## src/audio_ser_pkg.sv

```systemverilog
// Shared constants for the serial audio input link and its two ends.
// Assumes both ends run on one 50 MHz system clock.
package audio_ser_pkg;

  typedef enum logic [1:0] {FMT_I2S, FMT_RJ, FMT_LJ} fmt_t;
  typedef enum logic [1:0] {WW_16, WW_18, WW_20, WW_24} width_t;

  localparam int WORD_MAX = 24;
  localparam int SLOTS_PER_HALF = 32;
  localparam fmt_t FMT_RESET = FMT_I2S;
  localparam width_t WIDTH_RESET = WW_24;
  localparam int CLK_MHZ = 50;
  // Link clock half period: 80 ns at 50 MHz gives 4 cycles
  localparam int LINK_HALF_NS = 80;
  localparam int LINK_HALF_CYC = (LINK_HALF_NS * CLK_MHZ) / 1000;
  localparam int I2S_DELAY = 1;
  localparam int LJ_DELAY = 0;

  function automatic logic [4:0] word_bits(input width_t w);
    case (w)
      WW_16: word_bits = 5'h10;
      WW_18: word_bits = 5'h12;
      WW_20: word_bits = 5'h14;
      default: word_bits = 5'h18;
    endcase
  endfunction

  // Clocks from frame sync edge to MSB, per format and width
  function automatic logic [5:0] msb_delay(input fmt_t f, input width_t w);
    case (f)
      FMT_RJ: msb_delay = 6'(SLOTS_PER_HALF) - {1'b0, word_bits(w)};
      FMT_LJ: msb_delay = 6'(LJ_DELAY);
      default: msb_delay = 6'(I2S_DELAY);
    endcase
  endfunction

  // Frame sync level that marks the left word
  function automatic logic left_level(input fmt_t f);
    left_level = (f != FMT_I2S);
  endfunction

endpackage

```

## src/audio_ser_if.sv

```systemverilog
// Serial audio link: clock, frame sync and data from source to deframer.
// Assumes a testbench joins both ends through this interface.
`timescale 1ns/1ps
interface audio_ser_if;
  logic sclk;
  logic fsync;
  logic sdata;
  modport source (output sclk, output fsync, output sdata);
  modport sink (input sclk, input fsync, input sdata);
endinterface

```

## src/audio_ser_deframer.sv

```systemverilog
// Function
// - Accept RJ, I2S, LJ; 16/18/20/24 bits
// - Sample data on rising serial clock
// - Right-justified: sync high means left
// - Right-justified MSB delay 16/14/12/8 clocks
// - Right-justified LSB ends before next sync edge
// - I2S default; sync low means left
// - I2S MSB one clock after sync
// - Left-justified: sync high means left
// - Left-justified MSB right at sync edge
//
// Deframer end: recovers left and right words from the serial link.
// Assumes link clock is far slower than CLOCK_I, one edge per 4 cycles.
`timescale 1ns/1ps
module audio_ser_deframer
  import audio_ser_pkg::*;
(
  // System
  input wire logic CLOCK_I,
  input wire logic RST_I,
  // Configuration
  input wire fmt_t FMT_I,
  input wire width_t WIDTH_I,
  // Link
  audio_ser_if.sink LINK,
  // Word pair to encoder
  output logic [WORD_MAX-1:0] LEFT_O,
  output logic [WORD_MAX-1:0] RIGHT_O,
  output logic PAIR_VALID_O
);

  typedef enum logic [1:0] {S_WAIT, S_DELAY, S_SHIFT, S_DONE} state_t;

  state_t state_reg;
  logic [2:0] sclk_sync_reg;
  logic [1:0] fs_sync_reg;
  logic [1:0] sd_sync_reg;
  logic fs_prev_reg;
  logic is_left_reg;
  logic [5:0] cnt_reg;
  logic [4:0] bits_reg;
  logic [WORD_MAX-1:0] shift_reg;
  logic [WORD_MAX-1:0] left_hold_reg;
  logic rise;
  logic fs_edge;
  logic [5:0] delay;
  logic [4:0] nbits;
  logic [WORD_MAX-1:0] shifted;
  logic fs_now;
  logic sd_now;
  logic [WORD_MAX-1:0] first_word;
  logic msb_now;
  logic word_done;

  // True when the bit taken now completes the word
  function automatic logic last_bit(input logic [4:0] taken, input logic [4:0] total);
    last_bit = (5'(taken + 5'h01) == total);
  endfunction

  ////////////////////////////////////////////////////////////////////
  // Synchronisers; first stage feeds only the second
  always_ff @(posedge CLOCK_I)
  begin
    if (RST_I)
    begin
      sclk_sync_reg <= 3'h0;
      fs_sync_reg <= 2'h0;
      sd_sync_reg <= 2'h0;
    end
    else
    begin
      sclk_sync_reg <= {sclk_sync_reg[1:0], LINK.sclk};
      fs_sync_reg <= {fs_sync_reg[0], LINK.fsync};
      sd_sync_reg <= {sd_sync_reg[0], LINK.sdata};
    end
  end

  // Data and sync pass the same delay as the clock, so a rising edge
  // sees the values that were steady at it
  assign fs_now = fs_sync_reg[1];
  assign sd_now = sd_sync_reg[1];
  assign rise = sclk_sync_reg[1] && !sclk_sync_reg[2];
  assign fs_edge = fs_now != fs_prev_reg;
  assign delay = msb_delay(FMT_I, WIDTH_I);
  assign nbits = word_bits(WIDTH_I);
  assign first_word = {{(WORD_MAX-1){1'b0}}, sd_now};
  assign shifted = {shift_reg[WORD_MAX-2:0], sd_now};

  // MSB is taken at the sync edge itself when there is no delay
  assign msb_now = rise && (fs_edge ? (delay == 6'h00)
                                    : (state_reg == S_DELAY && cnt_reg == delay));
  assign word_done = rise && !fs_edge && state_reg == S_SHIFT && last_bit(bits_reg, nbits);

  ////////////////////////////////////////////////////////////////////
  // Sync level at each sync edge picks the channel
  always_ff @(posedge CLOCK_I)
  begin
    if (RST_I)
    begin
      fs_prev_reg <= 1'b0;
      is_left_reg <= 1'b0;
    end
    else if (rise)
    begin
      fs_prev_reg <= fs_now;
      if (fs_edge)
        is_left_reg <= (fs_now == left_level(FMT_I));
    end
  end

  ////////////////////////////////////////////////////////////////////
  // Frame walk, one step per rising link clock
  always_ff @(posedge CLOCK_I)
  begin
    if (RST_I)
      state_reg <= S_WAIT;
    else if (rise && fs_edge)
    begin
      if (delay != 6'h00)
        state_reg <= S_DELAY;
      else if (last_bit(5'h00, nbits))
        state_reg <= S_DONE;
      else
        state_reg <= S_SHIFT;
    end
    else if (rise)
    begin
      case (state_reg)
        S_DELAY:
        begin
          if (cnt_reg == delay)
            state_reg <= S_SHIFT;
        end
        S_SHIFT:
        begin
          if (last_bit(bits_reg, nbits))
            state_reg <= S_DONE;
        end
        S_DONE: state_reg <= S_DONE;
        S_WAIT: state_reg <= S_WAIT;
        default: state_reg <= S_WAIT;
      endcase
    end
  end

  ////////////////////////////////////////////////////////////////////
  // Slot count from the sync edge up to the MSB
  always_ff @(posedge CLOCK_I)
  begin
    if (RST_I)
      cnt_reg <= 6'h00;
    else if (rise && fs_edge)
      cnt_reg <= 6'h01;
    else if (rise && state_reg == S_DELAY)
      cnt_reg <= cnt_reg + 6'h01;
  end

  ////////////////////////////////////////////////////////////////////
  // Bits taken so far in the current word
  always_ff @(posedge CLOCK_I)
  begin
    if (RST_I)
      bits_reg <= 5'h00;
    else if (msb_now)
      bits_reg <= 5'h01;
    else if (rise && fs_edge)
      bits_reg <= 5'h00;
    else if (rise && state_reg == S_SHIFT)
      bits_reg <= bits_reg + 5'h01;
  end

  ////////////////////////////////////////////////////////////////////
  // Shifter; a cut word is dropped when a new edge restarts it
  always_ff @(posedge CLOCK_I)
  begin
    if (RST_I)
      shift_reg <= '0;
    else if (msb_now)
      shift_reg <= first_word;
    else if (rise && !fs_edge && state_reg == S_SHIFT)
      shift_reg <= shifted;
  end

  ////////////////////////////////////////////////////////////////////
  // Word hand-off: left is held until right completes the pair
  always_ff @(posedge CLOCK_I)
  begin
    if (RST_I)
    begin
      left_hold_reg <= '0;
      LEFT_O <= '0;
      RIGHT_O <= '0;
      PAIR_VALID_O <= 1'b0;
    end
    else
    begin
      PAIR_VALID_O <= 1'b0;
      if (word_done && is_left_reg)
        left_hold_reg <= shifted;
      else if (word_done)
      begin
        LEFT_O <= left_hold_reg;
        RIGHT_O <= shifted;
        PAIR_VALID_O <= 1'b1;
      end
    end
  end

endmodule

```

## src/flat_wrapper.sv

```systemverilog
// flat-port wrapper written by rule: the top's interface ports become plain ports
module audio_ser_deframer_flat import audio_ser_pkg::*;
  (CLOCK_I, RST_I, FMT_I, WIDTH_I, LEFT_O, RIGHT_O, PAIR_VALID_O, LINK_sclk, LINK_fsync, LINK_sdata);
  audio_ser_if LINK_i ();
  input wire logic CLOCK_I;
  input wire logic RST_I;
  input wire fmt_t FMT_I;
  input wire width_t WIDTH_I;
  output logic [WORD_MAX-1:0] LEFT_O;
  output logic [WORD_MAX-1:0] RIGHT_O;
  output logic PAIR_VALID_O;
  input wire logic [$bits(LINK_i.sclk)-1:0] LINK_sclk;
  input wire logic [$bits(LINK_i.fsync)-1:0] LINK_fsync;
  input wire logic [$bits(LINK_i.sdata)-1:0] LINK_sdata;
  assign LINK_i.sclk = LINK_sclk;
  assign LINK_i.fsync = LINK_fsync;
  assign LINK_i.sdata = LINK_sdata;
  audio_ser_deframer u_core (.CLOCK_I(CLOCK_I), .RST_I(RST_I), .FMT_I(FMT_I), .WIDTH_I(WIDTH_I), .LINK(LINK_i), .LEFT_O(LEFT_O), .RIGHT_O(RIGHT_O), .PAIR_VALID_O(PAIR_VALID_O));
endmodule
```

## config.mk

```make
export PLATFORM = sky130hd
export DESIGN_NAME = audio_ser_deframer_flat
export DESIGN_NICKNAME = d
export VERILOG_FILES = /design/src/audio_ser_pkg.sv /design/src/audio_ser_if.sv /design/src/audio_ser_deframer.sv /design/src/flat_wrapper.sv
export SDC_FILE = /design/constraint.sdc
export NUM_CORES = 1
export LEC_CHECK = 0
export ABC_AREA = 1
export BUFFER_PORTS_ARGS = -buffer_cell sky130_fd_sc_hd__buf_2
export CAP_MARGIN = 40
export CORE_ASPECT_RATIO = 1.5
export CORE_MARGIN = 2
export CORE_UTILIZATION = 40
export DETAILED_ROUTE_END_ITERATION = 10
export PLACE_DENSITY = 0.66
export SLEW_MARGIN = 20
export SYNTH_ARGS = -nofsm -noshare
export SYNTH_HDL_FRONTEND = slang
export SYNTH_SLANG_ARGS = --single-unit
```

## constraint.sdc

```tcl
create_clock -name CLOCK_I -period 5.3 [get_ports CLOCK_I]
set_input_delay 0 -clock CLOCK_I [delete_from_list [all_inputs] [get_ports CLOCK_I]]
set_output_delay 0 -clock CLOCK_I [all_outputs]
set_load 0.02 [all_outputs]
```

# After elaboration in Yosys (flattened, before gate mapping)
# Cells that the tools add are included.
[totals]
regBits = 118
input_bits = 9
output_inout_bits = 49
wordCells = 81
[classes]
addsub = 3
eq_ne = 14
mux = 19
bitwise_logic = 1
reduce_logical = 28
[op_table]
columns = ["op", "count"]
rows = [
  ["one-hot mux 4 bit (3 select lines)", 1],
  ["one-hot mux 6 bit (2 select lines)", 1],
  ["logical AND 1 bit", 10],
  ["two-way mux 1 bit", 10],
  ["two-way mux 2 bit", 5],
  ["== test 2 bit (second input constant)", 4],
  ["one-hot mux 2 bit (4 select lines)", 1],
  ["nonzero test 2 bit", 4],
  ["adder 6 x 1 -> 6 bit (second input constant)", 1],
  ["== test 2 x 1 -> 1 bit (second input constant)", 3],
  ["== test 6 bit", 1],
  ["zero test 6 bit", 1],
  ["inequality test 3 bit (second input constant)", 2],
  ["nonzero test 6 bit", 1],
  ["OR reduction 2 bit", 3],
  ["subtractor 6 x 5 -> 6 bit (first input constant)", 1],
  ["adder 5 x 1 -> 5 bit (second input constant)", 1],
  ["== test 1 x 5 -> 1 bit (first input constant)", 1],
  ["== test 5 bit", 1],
  ["two-way mux 5 bit", 1],
  ["zero test 2 bit", 2],
  ["AND reduction 2 bit", 2],
  ["AND reduction 3 bit", 1],
  ["nonzero test 3 bit", 1],
  ["other kinds (5)", 6],
]

# Longest topological paths before layout
[logic_depth]
ltp_word = 10
ltp_mapped = 14
ltp_nobuf = 13

# Least setup slack after synthesis
# Ideal clock, no wire load.
[synth_timing]
kind = "reg-to-reg"
from = "register u_core.bits_reg[0]"
to = "register u_core.LEFT_O[23]"
setup_ps = 132
arrival_ps = 1636
t_required_ps = 5168
slack_ps = 3532
stages_incl_launch_ff = 12
n_path_buf = 2
synth_period_minus_slack_ps = 1768
cell_sequence = "dfxtp_1 -> ha_1 -> nor2_1 -> nor2_1 -> nor2_1 -> nand3_2 -> nor2_4 -> nand3_2 -> buf_4 -> buf_6 -> nand2_1 -> a21oi_1"
[synth_between]
elab_chain_cells = 6
[synth_rtl]
columns = ["element", "line_no", "source"]
rows = [
  ["from (decl)", "audio_ser_deframer.sv:41", "logic [4:0] bits_reg;"],
  ["from (signal assigned)", "audio_ser_deframer.sv:169", "bits_reg <= bits_reg + 5'h01;"],
  ["adder 5 x 1 -> 5 bit (*)", "audio_ser_deframer.sv:57", "last_bit = (5'(taken + 5'h01) == total);"],
  ["== test 5 bit (*)", "audio_ser_deframer.sv:57", ""],
  ["logical AND 1 bit (*)", "audio_ser_deframer.sv:92", "assign word_done = rise && !fs_edge && state_reg == S_SHIFT && last_bit(bits_reg, nbits);"],
  ["logical AND 1 bit", "audio_ser_deframer.sv:198", "if (word_done && is_left_reg)"],
  ["NOT 1 bit (no line)", "--", ""],
  ["AND reduction 2 bit (no line) (*)", "--", ""],
  ["to (signal assigned)", "audio_ser_deframer.sv:202", "LEFT_O <= left_hold_reg;"],
  ["to (decl)", "audio_ser_deframer.sv:27", "output logic [WORD_MAX-1:0] LEFT_O,"],
]
# Mark *: on every way between the ends. The rest lies on a longest branch, timed or not.
# A chain may end at the register's enable or synchronous reset.

# Worst setup path after layout
[layout_timing]
from = "register u_core.sclk_sync_reg[2]"
to = "register u_core.shift_reg[0]"
[layout_between]
elab_chain_cells = 5
elab_cells_between_ends = 7
classes_between = "1 x mux; 6 x reduce/logical"
[layout_rtl]
columns = ["element", "line_no", "source"]
rows = [
  ["from (decl)", "audio_ser_deframer.sv:35", "logic [2:0] sclk_sync_reg;"],
  ["from (signal assigned)", "audio_ser_deframer.sv:72", "sclk_sync_reg <= {sclk_sync_reg[1:0], LINK.sclk};"],
  ["zero test 1 bit (*)", "audio_ser_deframer.sv:82", "assign rise = sclk_sync_reg[1] && !sclk_sync_reg[2];"],
  ["logical AND 1 bit (*)", "audio_ser_deframer.sv:82", ""],
  ["logical AND 1 bit (2 in series)", "audio_ser_deframer.sv:180", "else if (rise && !fs_edge && state_reg == S_SHIFT)"],
  ["nonzero test 2 bit (no line)", "--", ""],
  ["to (signal assigned)", "audio_ser_deframer.sv:179", "shift_reg <= first_word;"],
  ["to (signal assigned)", "audio_ser_deframer.sv:181", "shift_reg <= shifted;"],
  ["to (decl)", "audio_ser_deframer.sv:42", "logic [WORD_MAX-1:0] shift_reg;"],
]
# Marked as above.

==> impl_results.md <==
* Status: finished, final reports clean
* Simple-gate share of the synthesized area at 28.3%
* Yosys warnings at 0
* First-pass GRT wire length at about 19,000 µm
* Worst Path Arrival at 3.11 ns
* Vias in the first global route at 3,926
* Cells on worst reg2reg path at 9
* Routed vias at 4,367
* Critical path data required time at 5.60 ns
* Hold Crit Start: RST_I
* Clock root buffer: clkbuf_16
* Synth Area in Compound Gates at 11.1%
* Fillers at 1,220
* Commonest non-fill, non-tap cell in the layout: nand2_1
* Main combinational cell family by area after synthesis: simple AND/OR/NAND/NOR gates
* CP endpoint kind: flop
* CP max stage delay at roughly 0.66 ns
* Yosys reg bits at 118
* Distinct cells, synth at 26
* Setup TNS at 0 ns
* Worst Hold Path EP: u_core.sclk_sync_reg[0]
* Worst Hold Class: primary input to flop
* Final max-slew violation count at 0
* Top Family by Delay on Critical Path: buffers and inverters
* Total grt overflow at 0
* Final WS setup at roughly 2.5 ns
* Worst-Skew Late Latency at 0.41 ns
* Syn Inst Count at 631
* IO buf count at 57
* PD cells at 352 nW/µm²
* Post-Syn Nets at 650
* Post-CTS Resized at 0
* Post-CTS Setup Inserts at 0
* Post-synthesis mux area share at 0%
* WHS at 0.131 ns
* Post-Synth XOR/XNOR Area at 1.04%
* Final net count at 687
* CTS tree: built
* CP max stage cell: buf_4
* DRT Pass-1 Iters at 5
* Final min period at roughly 2.8 ns
* Crit-path cells: nor2_8 > nand2_4 > nor2_4 > buf_4 > inv_1 > nand3_1 > nand2_1 > nand2_1 > nor2_1
* Pin count of the biggest net entering global routing at approximately 80
* Critical path type: flop to flop
* GRT Util Overall at between 10% and 20%
* Most frequent CP cell: nand2_1
* Clock Path Buffers at 2
* Hold Crit Depth at 2
* Post-DP HPWL at 7760 µm
* Leakage power at 2.22 nW
* Final setup fails at 0
* DR vias/cell at 5.22
* Top Layer Used: met4
* FF-to-FF setup slack at 2.49 ns
* Core area at 12,400 µm²
* Initial DRC count at around 310
* H-tree depth at 4
* Syn Area/Cell at 7.98 µm²
* Reg2reg end: u_core.shift_reg[0]
* # IOs at 58
* Mapped Area at approximately 5000 µm²
* Max Clock Freq at 356 MHz
* VDD IR max at 230 µV
* RSZ-0062 raised after global routing: false
* Worst slack, placed at 2.53 ns
* Skew final at 0.00536 ns
* DIE HEIGHT at 141 µm
* Detailed-route wire length at approximately 12,000 µm
* Met3 WL at 447 µm
* Row count at 50
* Worst-path fanout max at 78
* M1 WL at 4840 µm
* Max_slew headroom at 50.8%
* Die width at 95.6 µm
* Initial Util at 40.6%
* Initial antenna violation count at 0
* CP Launch Type: flop
* Register area share after synthesis at 46.9%
* DRC viols at 0
* Worst flop-to-flop path startpoint: u_core.sclk_sync_reg[2]
* Num CTS Buffers at 17
* Critical path buffers and inverters at 2
* TritonCTS sink count at 118
* Total of max-cap violations at 0
* Area of the die at 13,500 µm²
* Hold Vio Cnt, Final at 0
* Wirelength per Cell at 14.1 µm
* Most frequent cells in the layout: 152 x nand2_1, 118 x dfxtp_1, 102 x a21oi_1
* Area grow syn2layout at 15.7%
* Met2 wire length at about 6200 µm
* DRT antenna net count at 0
* Adder-cell share of the synthesized area at 2.49%
* N_diodes at 0
* Fin crit share at 53.0%
* Worst-path clk slew at 0.05 ns
* Slew @ Worst Pin at 0.738 ns
* Share of cells above drive strength 1 at 15.7%
* Final Wtd Congestion at 0.842
==> logic make-up (layout without fill, tap and decap cells) <==
logic type,Yosys count,after routing
XOR/XNOR,6,6
flip-flops,118,118
AND/OR/NAND/NOR,301,301
adder cells (fa/ha/maj),10,10
AO/OA/AOI/OAI,111,111
buffers and inverters,85,134
==> per-stage QoR <==
stage,cells,cell area [µm²],util (%),total power (W)
after floorplan,631,5030,-,0.000957
after global placement,799,5170,41.7,0.000968
after detailed placement,802,5230,42.2,0.000970
after CTS,836,5820,47.0,0.00207
after global routing,836,5820,47.0,0.00212
final,836,5820,47.0,0.00205
==> worst reg2reg max path, cell delays in order (launching register included) <==
cell and delay (ns):
dfxtp_1 0.35, nor2_8 0.19, nand2_4 0.11, nor2_4 0.40, buf_4 0.66, inv_1 0.57, nand3_1 0.25, nand2_1 0.07
nand2_1 0.06, nor2_1 0.04
==> synth_stat cells <==
cell | number | area, µm²
a21oi_1 | 102 | 510
and2_1 | 1 | 6.26
buf_12 | 8 | 160
buf_2 | 24 | 120
buf_4 | 4 | 30.0
buf_6 | 2 | 22.5
clkbuf_1 | 11 | 41.3
dfxtp_1 | 118 | 2360
ha_1 | 10 | 125
inv_1 | 32 | 120
inv_2 | 4 | 15.0
nand2_1 | 152 | 571
nand2_2 | 3 | 18.8
nand2_4 | 1 | 11.3
nand3_1 | 16 | 80.1
nand3_2 | 3 | 30.0
nand4_1 | 81 | 507
nor2_1 | 38 | 143
nor2_4 | 2 | 22.5
nor2_8 | 1 | 20.0
nor3_1 | 2 | 10.0
nor3b_1 | 1 | 7.51
o21ai_0 | 8 | 40.0
o21bai_1 | 1 | 7.51
xnor2_1 | 2 | 17.5
xor2_1 | 4 | 35.0
==> metal layers <==
layer / track usage, % / vias up
li1: - / 2211
met1: 20.8 / 2037
met2: 30.3 / 94
met3: 5.26 / 25
met4: 8.27 / 0
met5: 0 / -
==> report_power, final <==
group / total, W / leakage (nW) / switching, W / internal, W
combinational: 0.0000578 / 0.988 / 0.0000406 / 0.0000172
clock: 0.00109 / 0.278 / 0.000387 / 0.000707
sequential: 0.000896 / 0.952 / 0.00000353 / 0.000892
==> what timing repair did <==
item,4_1_cts,5_1_grt
setup endpoints to repair,0,0
hold buffers,3,0
hold endpoints to repair,3,0
==> layout make-up <==
cell class | instances | area [µm²] | share of cell area [%]
clock inverter | 10 | 105 | 1.80
tap | 156 | 195 | 3.35
multi-input combinational | 428 | 2160 | 37.1
clock buffer | 21 | 460 | 7.91
inverter | 36 | 135 | 2.32
sequential | 118 | 2360 | 40.6
timing repair buffer | 67 | 403 | 6.92
==> worst max path at each step <==
stage | start | endpoint | slack, ns | depth (start not counted)
finish | u_core.sclk_sync_reg[2] | u_core.shift_reg[0] | 2.49 | 9
global route | u_core.state_reg[0] | u_core.shift_reg[0] | 2.25 | 11
CTS | u_core.fs_sync_reg[1] | u_core.shift_reg[0] | 2.52 | 9
detailed placement | u_core.sclk_sync_reg[2] | u_core.shift_reg[0] | 2.53 | 9
global placement | u_core.bits_reg[0] | u_core.RIGHT_O[15] | 2.58 | 9
floorplan | u_core.bits_reg[0] | u_core.LEFT_O[23] | 3.53 | 11
Power figures use the tool's default switching activity.
